===== src/ues_pkg.sv =====
// constants for the uncorrectable error status register bank
package ues_pkg;

  localparam int          UES_ADDR_W       = 12;
  localparam int          UES_DATA_W       = 32;
  localparam int          UES_PTR_W        = 5;

  // register byte offsets
  localparam logic [11:0] UES_OFF_CAP_HDR  = 12'h100;
  localparam logic [11:0] UES_OFF_STATUS   = 12'h104;
  localparam logic [11:0] UES_OFF_MASK     = 12'h108;

  // capability header fields
  localparam int          UES_CAPABILITY_IDENTIFIER_LSB    = 0;
  localparam int          UES_CAPABILITY_VERSION_FIELD_LSB   = 16;
  localparam int          UES_NEXT_CAPABILITY_POINTER_LSB   = 20;
  localparam logic [15:0] UES_CAPABILITY_IDENTIFIER_VAL    = 16'h0001;
  localparam logic [3:0]  UES_CAPABILITY_VERSION_FIELD_VAL   = 4'h1;
  localparam logic [11:0] UES_NEXT_CAPABILITY_POINTER_RST   = 12'h000;

  // status bit positions
  localparam int          UES_B_OBSOLETE   = 0;
  localparam int          UES_B_LINK_PROT  = 4;
  localparam int          UES_B_SURP_DOWN  = 5;
  localparam int          UES_B_POISONED   = 12;
  localparam int          UES_B_FLOW_CTRL  = 13;
  localparam int          UES_B_CPL_TMO    = 14;
  localparam int          UES_B_CPL_ABORT  = 15;
  localparam int          UES_B_UNEXP_CPL  = 16;
  localparam int          UES_B_RX_OVFL    = 17;
  localparam int          UES_B_MALFORMED  = 18;
  localparam int          UES_B_ECRC       = 19;
  localparam int          UES_B_UNSUP_REQ  = 20;
  localparam int          UES_B_ACS_VIOL   = 21;
  localparam int          UES_B_INT_ERR    = 22;
  localparam int          UES_B_MC_BLOCK   = 23;

  // bits that hold a sticky write-one-to-clear flag (also the writable mask bits)
  localparam logic [31:0] UES_STS_IMPL     = 32'h00FF_3031;
  localparam logic [31:0] UES_STS_RST      = 32'h0000_0000;
  localparam logic [31:0] UES_MASK_RST     = 32'h0000_0000;

endpackage : ues_pkg


===== src/ues_status_bank.sv =====
// capability header, uncorrectable status and mask registers of one switch port
// Functional notes
// - header bits 15:0 read capability id 1
// - header bits 19:16 read version 1
// - next pointer writable only while unlocked
// - obsolete bit 0 never set by hardware
// - bit 4 sets on link protocol error
// - bit 5 needs surprise down and capability
// - bit 12 sets on poisoned packet
// - bit 13 sets on flow control error
// - bit 14 always reads zero
// - bit 15 zero; abort logs as violation
// - bit 16 sets on unexpected completion
// - bit 17 sets on receive overflow
// - bit 18 sets on malformed packet
// - bit 19 sets on end-to-end CRC failure
// - bit 20 sets on unsupported request
// - bit 21 sets on access control violation
// - bit 22 sets on port internal error
// - bit 23 sets on blocked multicast packet while either multicast block control is on
// - mask stops reporting, never status setting
`timescale 1ns/1ps
module ues_status_bank
  import ues_pkg::*;
#(
  parameter logic [11:0] NXT_PTR_DEFAULT = UES_NEXT_CAPABILITY_POINTER_RST
)
(
  input  wire logic                  ref_clk,
  input  wire logic                  rst_n,
  input  wire logic                  hotRst_n,
  input  wire logic [UES_ADDR_W-1:0] regAddr,
  input  wire logic [UES_DATA_W-1:0] regWrData,
  input  wire logic                  regWr,
  input  wire logic                  regRd,
  output logic      [UES_DATA_W-1:0] regRdData_ff,
  input  wire logic                  cfgLocked,
  input  wire logic                  surpriseDownReportCapable,
  input  wire logic                  multicastBlockEvery,
  input  wire logic                  multicastBlockRawAddr,
  input  wire logic                  linkProtocolErrDet,
  input  wire logic                  surpriseDownDet,
  input  wire logic                  poisonedDet,
  input  wire logic                  flowCtrlErrDet,
  input  wire logic                  unexpCplDet,
  input  wire logic                  rxOverflowDet,
  input  wire logic                  malformedDet,
  input  wire logic                  ecrcErrDet,
  input  wire logic                  unsupReqDet,
  input  wire logic                  acsViolDet,
  input  wire logic                  cplAbortForAcs,
  input  wire logic                  internalErrDet,
  input  wire logic                  mcastBlockedDet,
  output logic                       errReport_ff,
  output logic                       firstErrValid_ff,
  output logic      [UES_PTR_W-1:0]  firstErrPtr_ff,
  output logic      [UES_DATA_W-1:0] uncorStatus_ff
);

  logic [UES_DATA_W-1:0] evtVec;
  logic [UES_DATA_W-1:0] clrVec;
  logic [UES_DATA_W-1:0] stsVec;
  logic [UES_DATA_W-1:0] maskVec_ff;
  logic [UES_DATA_W-1:0] unmaskedEvt;
  logic [11:0]           next_capability_pointer_ff;
  logic                  capSel;
  logic                  stsSel;
  logic                  mskSel;
  logic                  stsWr;
  logic [UES_DATA_W-1:0] nxt_rdData;
  logic                  nxt_errReport;
  logic                  nxt_fepValid;
  logic [UES_PTR_W-1:0]  nxt_fepPtr;

  // lowest set bit index of an error vector
  function automatic logic [UES_PTR_W-1:0] lowestIdx(input logic [UES_DATA_W-1:0] vec);
    logic [UES_PTR_W-1:0] idx;
    idx = '0;
    for (int i = UES_DATA_W - 1; i >= 0; i--)
    begin
      if (vec[i])
        idx = UES_PTR_W'(i);
    end
    return idx;
  endfunction : lowestIdx

  // address decode
  always_comb
  begin
    capSel = (regAddr == UES_OFF_CAP_HDR);
    stsSel = (regAddr == UES_OFF_STATUS);
    mskSel = (regAddr == UES_OFF_MASK);
    stsWr  = regWr & stsSel;
  end

  // detection events mapped onto status positions
  always_comb
  begin
    evtVec                  = '0;
    evtVec[UES_B_OBSOLETE]  = 1'b0;
    evtVec[UES_B_LINK_PROT] = linkProtocolErrDet;
    evtVec[UES_B_SURP_DOWN] = surpriseDownDet & surpriseDownReportCapable;
    evtVec[UES_B_POISONED]  = poisonedDet;
    evtVec[UES_B_FLOW_CTRL] = flowCtrlErrDet;
    evtVec[UES_B_CPL_TMO]   = 1'b0;
    evtVec[UES_B_CPL_ABORT] = 1'b0;
    evtVec[UES_B_UNEXP_CPL] = unexpCplDet;
    evtVec[UES_B_RX_OVFL]   = rxOverflowDet;
    evtVec[UES_B_MALFORMED] = malformedDet;
    evtVec[UES_B_ECRC]      = ecrcErrDet;
    evtVec[UES_B_UNSUP_REQ] = unsupReqDet;
    evtVec[UES_B_ACS_VIOL]  = acsViolDet | cplAbortForAcs;
    evtVec[UES_B_INT_ERR]   = internalErrDet;
    evtVec[UES_B_MC_BLOCK]  = mcastBlockedDet & (multicastBlockEvery | multicastBlockRawAddr);
  end

  // write-one-to-clear requests, only on implemented bits
  always_comb
  begin
    clrVec = stsWr ? (regWrData & UES_STS_IMPL) : '0;
  end

  // one sticky cell per implemented status bit; others tie low
  for (genvar gi = 0; gi < UES_DATA_W; gi++)
  begin : g_sts
    if (UES_STS_IMPL[gi])
    begin : g_cell
      ues_sticky_cell u_cell (
        .ref_clk (ref_clk),
        .rst_n   (rst_n),
        .setEvt  (evtVec[gi]),
        .clrReq  (clrVec[gi]),
        .flag_ff (stsVec[gi])
      );
    end
    else
    begin : g_rsvd
      assign stsVec[gi] = 1'b0;
    end
  end

  // mask does not gate the status cells, only the report path
  always_comb
  begin
    unmaskedEvt = evtVec & ~maskVec_ff;
  end

  // mask register, sticky
  always_ff @(posedge ref_clk)
  begin
    if (!rst_n)
      maskVec_ff <= UES_MASK_RST;
    else if (regWr && mskSel)
      maskVec_ff <= regWrData & UES_STS_IMPL;
  end

  // next capability pointer, locked writes ignored, not sticky
  always_ff @(posedge ref_clk)
  begin
    if (!rst_n || !hotRst_n)
      next_capability_pointer_ff <= NXT_PTR_DEFAULT;
    else if (regWr && capSel && !cfgLocked)
      next_capability_pointer_ff <= regWrData[UES_NEXT_CAPABILITY_POINTER_LSB +: 12];
  end

  // read data mux, unmapped reads return zero
  always_comb
  begin
    nxt_rdData = '0;
    if (regRd)
    begin
      if (capSel)
      begin
        nxt_rdData[UES_CAPABILITY_IDENTIFIER_LSB +: 16]  = UES_CAPABILITY_IDENTIFIER_VAL;
        nxt_rdData[UES_CAPABILITY_VERSION_FIELD_LSB +: 4]  = UES_CAPABILITY_VERSION_FIELD_VAL;
        nxt_rdData[UES_NEXT_CAPABILITY_POINTER_LSB +: 12] = next_capability_pointer_ff;
      end
      else if (stsSel)
        nxt_rdData = stsVec & UES_STS_IMPL;
      else if (mskSel)
        nxt_rdData = maskVec_ff;
    end
  end

  always_ff @(posedge ref_clk)
  begin
    if (!rst_n)
      regRdData_ff <= '0;
    else
      regRdData_ff <= nxt_rdData;
  end

  // report pulse for any unmasked detection
  always_comb
  begin
    nxt_errReport = |unmaskedEvt;
  end

  always_ff @(posedge ref_clk)
  begin
    if (!rst_n || !hotRst_n)
      errReport_ff <= 1'b0;
    else
      errReport_ff <= nxt_errReport;
  end

  // first error pointer: freed when its status bit clears, masked errors skip it
  always_comb
  begin
    nxt_fepValid = firstErrValid_ff;
    nxt_fepPtr   = firstErrPtr_ff;
    if (firstErrValid_ff && clrVec[firstErrPtr_ff] && !evtVec[firstErrPtr_ff])
      nxt_fepValid = 1'b0;
    else if (!firstErrValid_ff && (|unmaskedEvt))
    begin
      nxt_fepValid = 1'b1;
      nxt_fepPtr   = lowestIdx(unmaskedEvt);
    end
  end

  always_ff @(posedge ref_clk)
  begin
    if (!rst_n)
    begin
      firstErrValid_ff <= 1'b0;
      firstErrPtr_ff   <= '0;
    end
    else
    begin
      firstErrValid_ff <= nxt_fepValid;
      firstErrPtr_ff   <= nxt_fepPtr;
    end
  end

  // status copy for the port's reporting logic
  always_ff @(posedge ref_clk)
  begin
    if (!rst_n)
      uncorStatus_ff <= UES_STS_RST;
    else
      uncorStatus_ff <= stsVec;
  end
endmodule : ues_status_bank


===== src/ues_sticky_cell.sv =====
// one sticky write-one-to-clear status flag
`timescale 1ns/1ps
module ues_sticky_cell
  import ues_pkg::*;
(
  input  wire logic ref_clk,
  input  wire logic rst_n,
  input  wire logic setEvt,
  input  wire logic clrReq,
  output logic      flag_ff
);

  logic nxt_flag;

  // set beats a clear arriving in the same cycle
  always_comb
  begin
    nxt_flag = (flag_ff & ~clrReq) | setEvt;
  end

  // only cold reset clears; hot reset is not wired here
  always_ff @(posedge ref_clk)
  begin
    if (!rst_n)
      flag_ff <= 1'b0;
    else
      flag_ff <= nxt_flag;
  end
endmodule : ues_sticky_cell


===== config.mk =====
export PLATFORM = sky130hd
export DESIGN_NAME = ues_status_bank
export DESIGN_NICKNAME = d
export VERILOG_FILES = /design/src/ues_pkg.sv /design/src/ues_status_bank.sv /design/src/ues_sticky_cell.sv
export SDC_FILE = /design/constraint.sdc
export NUM_CORES = 1
export LEC_CHECK = 0
export BUFFER_PORTS_ARGS = -buffer_cell sky130_fd_sc_hd__buf_4
export CAP_MARGIN = 25
export CELL_PAD_IN_SITES_DETAIL_PLACEMENT = 1
export CELL_PAD_IN_SITES_GLOBAL_PLACEMENT = 1
export CORE_MARGIN = 2
export CORE_UTILIZATION = 33
export CTS_BUF_LIST = sky130_fd_sc_hd__clkbuf_2 sky130_fd_sc_hd__clkbuf_4 sky130_fd_sc_hd__clkbuf_8
export CTS_CLUSTER_SIZE = 20
export DETAILED_ROUTE_END_ITERATION = 7
export PLACE_DENSITY = 0.79
export SLEW_MARGIN = 20
export SYNTH_ARGS = -nofsm -noshare
export SYNTH_HDL_FRONTEND = slang
export SYNTH_SLANG_ARGS = --single-unit

===== constraint.sdc =====
create_clock -name ref_clk -period 2.35 [get_ports ref_clk]
set_clock_uncertainty 0.15 [all_clocks]
set_input_delay 0.235 -clock ref_clk [delete_from_list [all_inputs] [get_ports ref_clk]]
set_output_delay 0.235 -clock ref_clk [all_outputs]
set_load 0.02 [all_outputs]

==> impl_metrics.json, run 1 <==
{
  "fp-row-count": 37,
  "holdWs_ps": 20.5,
  "grt_first_pass_wirelength_um": 15800,
  "cpPeakStageDelay_ps": 530,
  "path_clk_slew_ps": 80,
  "cts_root_buffer": "clkbuf_8",
  "clockBufferDepth": 2,
  "setup_ws_ps": 130,
  "postSynthAreaPerCell_um2": 9.33,
  "grt_usage": 0.181,
  "stdcell_count": 628,
  "drc": 0,
  "cp-start-kind": "input pin",
  "yosysUniqueCellTypes": 49,
  "port_buffers": 95,
  "ys_warn_count": 0,
  "min_period_ps": 2220,
  "clk_latency_ps": 350,
  "die_area_um2": 11200,
  "start_util": 0.336,
  "critical_path.slowest_cell": "dlygate4sd3_1",
  "cts_tree": "built",
  "synth_top_flop_cell": "dfxtp_1",
  "dp.cells": 593,
  "io_pins": 137,
  "critPathCaptureType": "flip-flop",
  "overflow": 0,
  "cap_violations": 0,
  "syn_to_final_growth_pct": 35.7,
  "yosys_register_bits": 79,
  "synthCells": 367,
  "synth_edf_count": 0,
  "grt_pass1_vias": 3146,
  "cts_setup_buffers": 0,
  "grt_setup_unrepaired": "false",
  "tightest_slew_ps": 554,
  "drv_slew": 0,
  "avgViaCountPerCell": 4.87,
  "clock-sinks": 79,
  "max_freq_ghz": 0.450,
  "max_slew_margin": 0.621,
  "setup_viol": 0,
  "grt_max_degree": 26,
  "crit_path_frequent_cell": "buf_4",
  "setup.worst_path.class": "input pin to flip-flop",
  "drive_gt1_frac": 0.274,
  "fin_crit_sh": 0.945,
  "drt-total-wl_um": 10000,
  "finish.net_count": 553,
  "worstPathArrival_ps": 2370,
  "die_x_um": 106,
  "post-dp-hpwl_um": 7210,
  "worstPathRequired_ps": 2500,
  "die_h_um": 106,
  "p_per_area_nw_per_um2": 606,
  "leakagePower_nw": 1.89,
  "wire_per_inst_um": 16.0,
  "place_ws_ps": -78.3,
  "firstDrtPassIters": 5,
  "ys_async_sr_fraction": 0,
  "gp_congestion": 0.851,
  "yosysSeqAreaShare": 0.462,
  "antenna_found_initial": 0,
  "worstPathCellList": "dlygate4sd3_1 -> buf_4 -> nor2b_1 -> nor4_1 -> buf_4 -> a41oi_1 -> nor4b_1 -> o21a_1",
  "core_area_um2": 10200,
  "first_iter_violations": 88,
  "worstPathMaxFanout": 6,
  "status": "complete, no violations",
  "via_count": 3061,
  "htree_num_levels": 3,
  "postRouteAntennaNets": 0,
  "hold_viol_final": 0,
  "antenna_cells": 0,
  "syn-cell-area_um2": 3420,
  "cts-buffers-inserted": 9,
  "worstHoldPathType": "input pin to flip-flop",
  "vdd_drop_max_mv": 0.302
}
[cells in the final DEF (no fill, tap or decap), types with 3 or more instances in the layout]
cell type / count
dlygate4sd3_1: 19
o21a_1: 12
clkbuf_8: 11
nand2b_1: 11
nor2_1: 25
nand3_1: 14
nand2_1: 25
dfxtp_1: 79
mux2i_1: 12
buf_4: 108
nor2b_1: 13
nor4_1: 3
nor3_1: 3
a21oi_1: 9
o21ai_0: 10
and2_1: 22
a22oi_1: 12
inv_1: 7
conb_1: 30
a21boi_0: 24
[layer usage]
metal / share of wire / vias to the layer above / global-route usage
li1: - / 1459 / -
met2: 0.50 / 108 / 0.322
met5: 0 / - / 0
met1: 0.42 / 1487 / 0.211
met4: 0.010 / 0 / 0.0752
met3: 0.063 / 7 / 0.0390
[metrics by stage]
stage	power [mW]	cell area, µm²	utilization	TNS, ps
global route	2.94	4650	0.456	0
finish	2.82	4650	0.456	0
detailed placement	1.75	4240	0.416	-800
floorplan	1.63	3530	-	0
global placement	1.74	4240	0.416	-156
CTS	2.84	4640	0.456	0
[sequential cells by signal, summed over array words and instances (netlist names)]
name and count:
regRdData_ff 21, g_sts.g_cell.u_cell.flag_ff 13, maskVec_ff 13, uncorStatus_ff 13, next_capability_pointer_ff 12, firstErrPtr_ff 5, errReport_ff 1, firstErrValid_ff 1
[kinds of logic after synthesis]
kind of cell / count (synthesis) / share of synthesized area
AOI/OAI and AO/OA: 87 / 0.184
and+or+nand+nor: 132 / 0.215
DFF: 79 / 0.462
other: 1 / 0.00110
buffers and inverters: 55 / 0.0965
muxes: 13 / 0.0417
[where the power goes]
group | leakage, nW | total, mW | internal (mW) | switching [mW]
combinational | 1.14 | 0.353 | 0.163 | 0.190
sequential | 0.644 | 1.39 | 1.37 | 0.0246
clock | 0.110 | 1.07 | 0.565 | 0.504
[worst paths after layout]
check	from	to	slack [ps]	cells after the start
max	flowCtrlErrDet	firstErrPtr_ff[3]	130	8
min	regWrData[18]	maskVec_ff[18]	20	3
max reg2reg	maskVec_ff[5]	firstErrPtr_ff[3]	340	6
min reg2reg	g_sts[16].g_cell.u_cell.flag_ff	uncorStatus_ff[16]	320	1
[worst max-delay path, delay by kind of cell]
kind / cells / cell delay, ps
buffers and inverters: 3 / 810
AO/OA/AOI/OAI: 2 / 640
AND/OR/NAND/NOR: 3 / 690
[area by class of cell]
cell class,count,area [µm²]
repair buffers,128,1020
inverters,7,26.3
clock buffers,12,159
well taps,136,170
fillers,1219,5540
flip-flops and latches,79,1580
multi-input cells,262,1640
clock inverters,4,52.6
[cell usage after synthesis, types with 3 or more instances]
master     n  share of area
and2_1    22          0.040
inv_1      7         0.0077
a22oi_1   12          0.026
nor4_1     4         0.0073
clkbuf_1  14          0.015
buf_4     30          0.066
a21boi_0  24          0.053
nand3_1   14          0.020
nor2_1    25          0.027
o21ai_0   10          0.015
nand2_1   25          0.027
nor2b_1   13          0.024
a21oi_1    9          0.013
dfxtp_1   79           0.46
o21a_1    12          0.026
nor3_1     3         0.0044
mux2i_1   12          0.035
nand2b_1  11          0.020
[what timing repair did]
item	in CTS	in global routing
resized for setup	0	1
hold endpoints to repair	19	0
hold buffers	19	0
endpoints found under the setup margin	0	2
No activity file was read; power rests on OpenSTA's default activity.
==> inputs of run 2 (changes only) <==
Settings changed: CORE_ASPECT_RATIO set to 0.6, PLACE_DENSITY 0.79 to 0.9.
==> run 2 against run 1 <==
Fmax rose by 3.2%. Clock power fell by 11%. Sequential cell count did not move. Critical path type unchanged. Die area rose by 0.24%. Non-clock buffer count rose by 6. Power fell by 3.6%.
==> impl_metrics.json, run 2 (synthesis results as in run 1) <==
{
  "grt_pass1_vias": 3255,
  "mostFrequentLayoutCells": "108 x buf_4, 79 x dfxtp_1, 30 x conb_1",
  "vdd_drop_max_mv": 0.252,
  "cts_tree": "built",
  "clk_latency_ps": 370,
  "max_freq_ghz": 0.465,
  "dp.cells": 592,
  "fin_crit_sh": 0.915,
  "start_util": 0.343,
  "cp-start-kind": "input pin",
  "place_ws_ps": -72.8,
  "status": "complete, no violations",
  "io_pins": 137,
  "holdWs_ps": 23.3,
  "drt-total-wl_um": 10700,
  "worstPathRequired_ps": 2490,
  "worstHoldPathType": "input pin to flip-flop",
  "p_per_area_nw_per_um2": 579,
  "setup.worst_path.class": "input pin to flip-flop",
  "critical_path.slowest_cell": "a2111oi_0",
  "drive_gt1_frac": 0.275,
  "critPathCaptureType": "flip-flop",
  "tightest_slew_ps": 696,
  "max_slew_margin": 0.524,
  "cts_root_buffer": "clkbuf_8",
  "busiest_layer": "met2",
  "antenna_cells": 0,
  "cts-buffers-inserted": 9,
  "grt_setup_unrepaired": "false",
  "power.switching_mw": 0.780,
  "port_buffers": 95,
  "min_period_ps": 2150,
  "worstPathArrival_ps": 2290,
  "comb_power_share": 0.136,
  "cpPeakStageDelay_ps": 560,
  "grt_first_pass_wirelength_um": 17200,
  "largest_register_ffs": 21,
  "regArea_um2": 1580,
  "worstPathMaxFanout": 3,
  "post-dp-hpwl_um": 7760,
  "gp_congestion": 0.881,
  "die_x_um": 135,
  "leakagePower_nw": 1.90,
  "top_register": "regRdData_ff",
  "fill_cells": 1176,
  "setup-tns-final_ps": 0,
  "worstPathCellList": "dlygate4sd3_1 -> buf_4 -> nor2b_1 -> o32a_1 -> a2111oi_0 -> o2111ai_1 -> a21boi_0",
  "firstDrtPassIters": 4,
  "drv_slew": 0,
  "drc": 0,
  "seqPwrFrac": 0.514,
  "via_count": 3086,
  "overflow": 0,
  "first_iter_violations": 188,
  "grt_max_degree": 48,
  "grtUsageMet3": 0.0507,
  "setup_viol": 0,
  "die_area_um2": 11200,
  "total_power_mw": 2.71,
  "fp-row-count": 28,
  "clock-sinks": 79,
  "clockBufferDepth": 2,
  "avgViaCountPerCell": 4.88,
  "die_h_um": 82.9,
  "htree_num_levels": 3,
  "postRouteAntennaNets": 0,
  "pwr-share-clk": 0.350,
  "grt.met2_usage": 0.316,
  "grt_usage": 0.195,
  "intPower_mw": 1.94,
  "p_sw_frac": 0.287,
  "multi_input_area_um2": 1650,
  "grt_util_met1": 0.258,
  "setup_ws_ps": 199,
  "wire_per_inst_um": 17.0,
  "stdcell_count": 633,
  "finish.net_count": 559,
  "antenna_found_initial": 0,
  "core_area_um2": 9980,
  "hold_viol_final": 0,
  "path_clk_slew_ps": 80,
  "cap_violations": 0,
  "final_common_cell": "buf_4",
  "syn_to_final_growth_pct": 37.0
}
[run 2: cell types whose count changed in the layout (fill, tap and decap cells not counted), sizes merged]
cell,change
clkbuf,-3
clkinvlp,+1
bufinv,-1
clkinv,+3
dlygate4sd3,+6
[run 2: cell type report]
cell class / count / share of cell area
clock buffer: 9 / 0.0264
clock inverter: 7 / 0.0125
inverter: 7 / 0.00560
multi-input combinational: 262 / 0.352
sequential: 79 / 0.337
tap: 135 / 0.0360
timing repair buffer: 134 / 0.231
[run 2: final timing paths]
| check | from | end | slack, ps | depth (start not counted) |
|---|---|---|---|---|
| worst max-delay path | internalErrDet | firstErrPtr_ff[0] | 200 | 7 |
| worst min-delay path | regWrData[18] | maskVec_ff[18] | 20 | 3 |
| worst max register to register | maskVec_ff[5] | firstErrPtr_ff[3] | 430 | 6 |
| worst min register to register | next_capability_pointer_ff[6] | regRdData_ff[26] | 320 | 1 |
[run 2: routing by layer]
| metal | vias to the layer above | part of all wire |
|---|---|---|
| met5 | - | 0 |
| met4 | 0 | 0.013 |
| met3 | 12 | 0.067 |
| met2 | 118 | 0.47 |
| met1 | 1489 | 0.45 |
| li1 | 1467 | - |
[run 2: metrics by stage]
step,utilization,cell area [µm²]
floorplan,-,3530
global placement,0.425,4240
detailed placement,0.425,4240
CTS,0.468,4680
global route,0.470,4690
finish,0.470,4690
[run 2: repair_timing]
action,in CTS,in global routing
setup endpoints to repair,0,3
gates resized for setup,0,2
buffers inserted,0,0
hold buffers,25,0
endpoints found under the hold margin,27,0
[run 2: power groups by stage]
stage	clock [mW]	combinational (mW)	sequential, mW
after floorplan	0	0.190	1.44
final	0.949	0.369	1.40
after CTS	0.973	0.363	1.40
after global routing	1.04	0.395	1.40
after global placement	0	0.316	1.42
after detailed placement	0	0.328	1.43
[run 2: critical path: cells and delay by family]
kind            cells  cell delay, ps
compound gates      4            1230
simple gates        1             150
buf+inv             2             680
==> inputs of run 3 (changes only) <==
Settings changed: CORE_MARGIN 2 to 4.
==> run 3 against run 2 <==
First-iteration DRC count down 10%. Sequential power about the same. Core utilization down 0.24 points. Critical path depth unchanged. Non-clock buffer count down 1. Combinational power about the same. Worst setup slack worse by 120 ps. Register-to-register slack worse by 100 ps. Critical endpoint unchanged. Cell count down 0.32%. Clock power down 4.5%.
==> impl_metrics.json, run 3 (synthesis results as in run 1) <==
{
  "cp_top_family": "compound AO/OA/AOI/OAI gates",
  "fin_crit_sh": 0.968,
  "top_register": "regRdData_ff",
  "cts-buffers-inserted": 9,
  "postRouteAntennaNets": 0,
  "die_x_um": 139,
  "intPower_mw": 1.95,
  "htree_num_levels": 3,
  "vdd_drop_max_mv": 0.291,
  "antenna_found_initial": 0,
  "drive_gt1_frac": 0.276,
  "drc": 0,
  "status": "complete, no violations",
  "worstPathCellList": "dlygate4sd3_1 -> buf_4 -> nor2b_1 -> o32a_1 -> a2111oi_0 -> o2111ai_1 -> a21boi_0",
  "dp.cells": 594,
  "rrSetupSlack_ps": 330,
  "wire_per_inst_um": 17.3,
  "first_iter_violations": 169,
  "leakagePower_nw": 1.89,
  "cp-start-kind": "input pin",
  "gp_congestion": 0.842,
  "pwr-share-clk": 0.339,
  "worstPathMaxFanout": 3,
  "start_util": 0.343,
  "die_area_um2": 12100,
  "p_per_area_nw_per_um2": 572,
  "cap_violations": 0,
  "cpPeakStageDelay_ps": 640,
  "power.switching_mw": 0.719,
  "firstDrtPassIters": 4,
  "critPathBufInv": 2,
  "worstPathRequired_ps": 2490,
  "min_period_ps": 2280,
  "worstRegToRegCells": 5,
  "grt_first_pass_wirelength_um": 17500,
  "place_area_um2": 4270,
  "grt_setup_unrepaired": "false",
  "holdWs_ps": 16.6,
  "clockBufferDepth": 2,
  "comb_power_share": 0.137,
  "drt-total-wl_um": 10900,
  "max_slew_margin": 0.451,
  "total_power_mw": 2.67,
  "seqPwrFrac": 0.523,
  "grt_pass1_vias": 3250,
  "setup.worst_path.class": "input pin to flip-flop",
  "grt_usage": 0.185,
  "tightest_slew_ps": 803,
  "worstPathArrival_ps": 2410,
  "fp-row-count": 28,
  "avgViaCountPerCell": 4.86,
  "critical_path.slowest_cell": "a2111oi_0",
  "stdcell_count": 631,
  "drv_slew": 0,
  "finish.instance_area_um2": 4670,
  "die_h_um": 86.9,
  "grt_max_degree": 43,
  "min_from": "regWrData[21]",
  "setup_viol": 0,
  "io_pins": 137,
  "worstHoldPathType": "input pin to flip-flop",
  "mostFrequentLayoutCells": "109 x buf_4, 79 x dfxtp_1, 30 x conb_1, 25 x nand2_1, 25 x nor2_1",
  "critPathCaptureType": "flip-flop",
  "fill_cells": 1155,
  "whs_endpoint": "next_capability_pointer_ff[1]",
  "rr_endpoint": "firstErrPtr_ff[3]",
  "antenna_cells": 0,
  "hold_viol_final": 0,
  "syn_to_final_growth_pct": 36.3,
  "clock-sinks": 79,
  "max_freq_ghz": 0.439,
  "port_buffers": 95,
  "core_area_um2": 9980,
  "cts_root_buffer": "clkbuf_8",
  "largest_register_ffs": 21,
  "p_sw_frac": 0.269,
  "path_clk_slew_ps": 80,
  "via_count": 3064,
  "final_common_cell": "buf_4",
  "overflow": 0,
  "clk_latency_ps": 370,
  "setup-tns-final_ps": 0,
  "post-dp-hpwl_um": 8000,
  "finish.net_count": 558,
  "cts_tree": "built",
  "r2r-start": "maskVec_ff[18]",
  "holdPathStages": 3
}
[run 3: worst max path at each step]
stage | cells after the start | end | start | slack, ps
after floorplan | 6 | next_capability_pointer_ff[0] | regAddr[7] | 130
after global placement | 7 | next_capability_pointer_ff[0] | regAddr[7] | 10
after detailed placement | 7 | next_capability_pointer_ff[6] | regAddr[7] | -20
after CTS | 7 | firstErrPtr_ff[3] | malformedDet | 80
after global routing | 7 | firstErrPtr_ff[0] | internalErrDet | 40
final | 7 | firstErrPtr_ff[0] | internalErrDet | 70
[run 3: metrics by stage]
step,util,worst slack (ps)
after global routing,0.467,40.0
final,0.467,74.6
after floorplan,-,130
after CTS,0.467,82.0
after detailed placement,0.428,-18.0
after global placement,0.428,11.5
[run 3: area by class of cell]
class	instances	area, µm²	share of cell area
Clock inverter	4	22.5	0.00483
Inverter	7	26.3	0.00563
Clock buffer	11	145	0.0311
Tap cell	135	169	0.0362
Multi-Input combinational cell	262	1640	0.352
Timing Repair Buffer	133	1080	0.231
Sequential cell	79	1580	0.339
[run 3: timing repair]
item                       CTS  global route
hold buffers                22             0
hold endpoints to repair    23             0
gates resized for setup      0             1
setup endpoints to repair    0             1
setup buffers                0             0
[run 3: power groups by stage]
stage / sequential [mW] / clock, mW / combinational [mW]
CTS: 1.40 / 0.933 / 0.363
global placement: 1.42 / 0 / 0.319
floorplan: 1.44 / 0 / 0.190
global route: 1.40 / 1.01 / 0.392
detailed placement: 1.43 / 0 / 0.331
finish: 1.40 / 0.906 / 0.366
[run 3: worst reg2reg max path: stages (launching register included)]
cell and delay (ps):
dfxtp_1 390, nor2b_1 110, nor4_1 530, a41oi_2 330
nor4b_1 240, o21a_1 180
[run 3: routing by layer]
layer  GRT usage  up-vias  share of wire
met1       0.247     1477           0.46
met3      0.0587       14          0.068
met4      0.0435        0          0.011
li1            -     1466              -
met2       0.295      107           0.46
met5           0        -              0
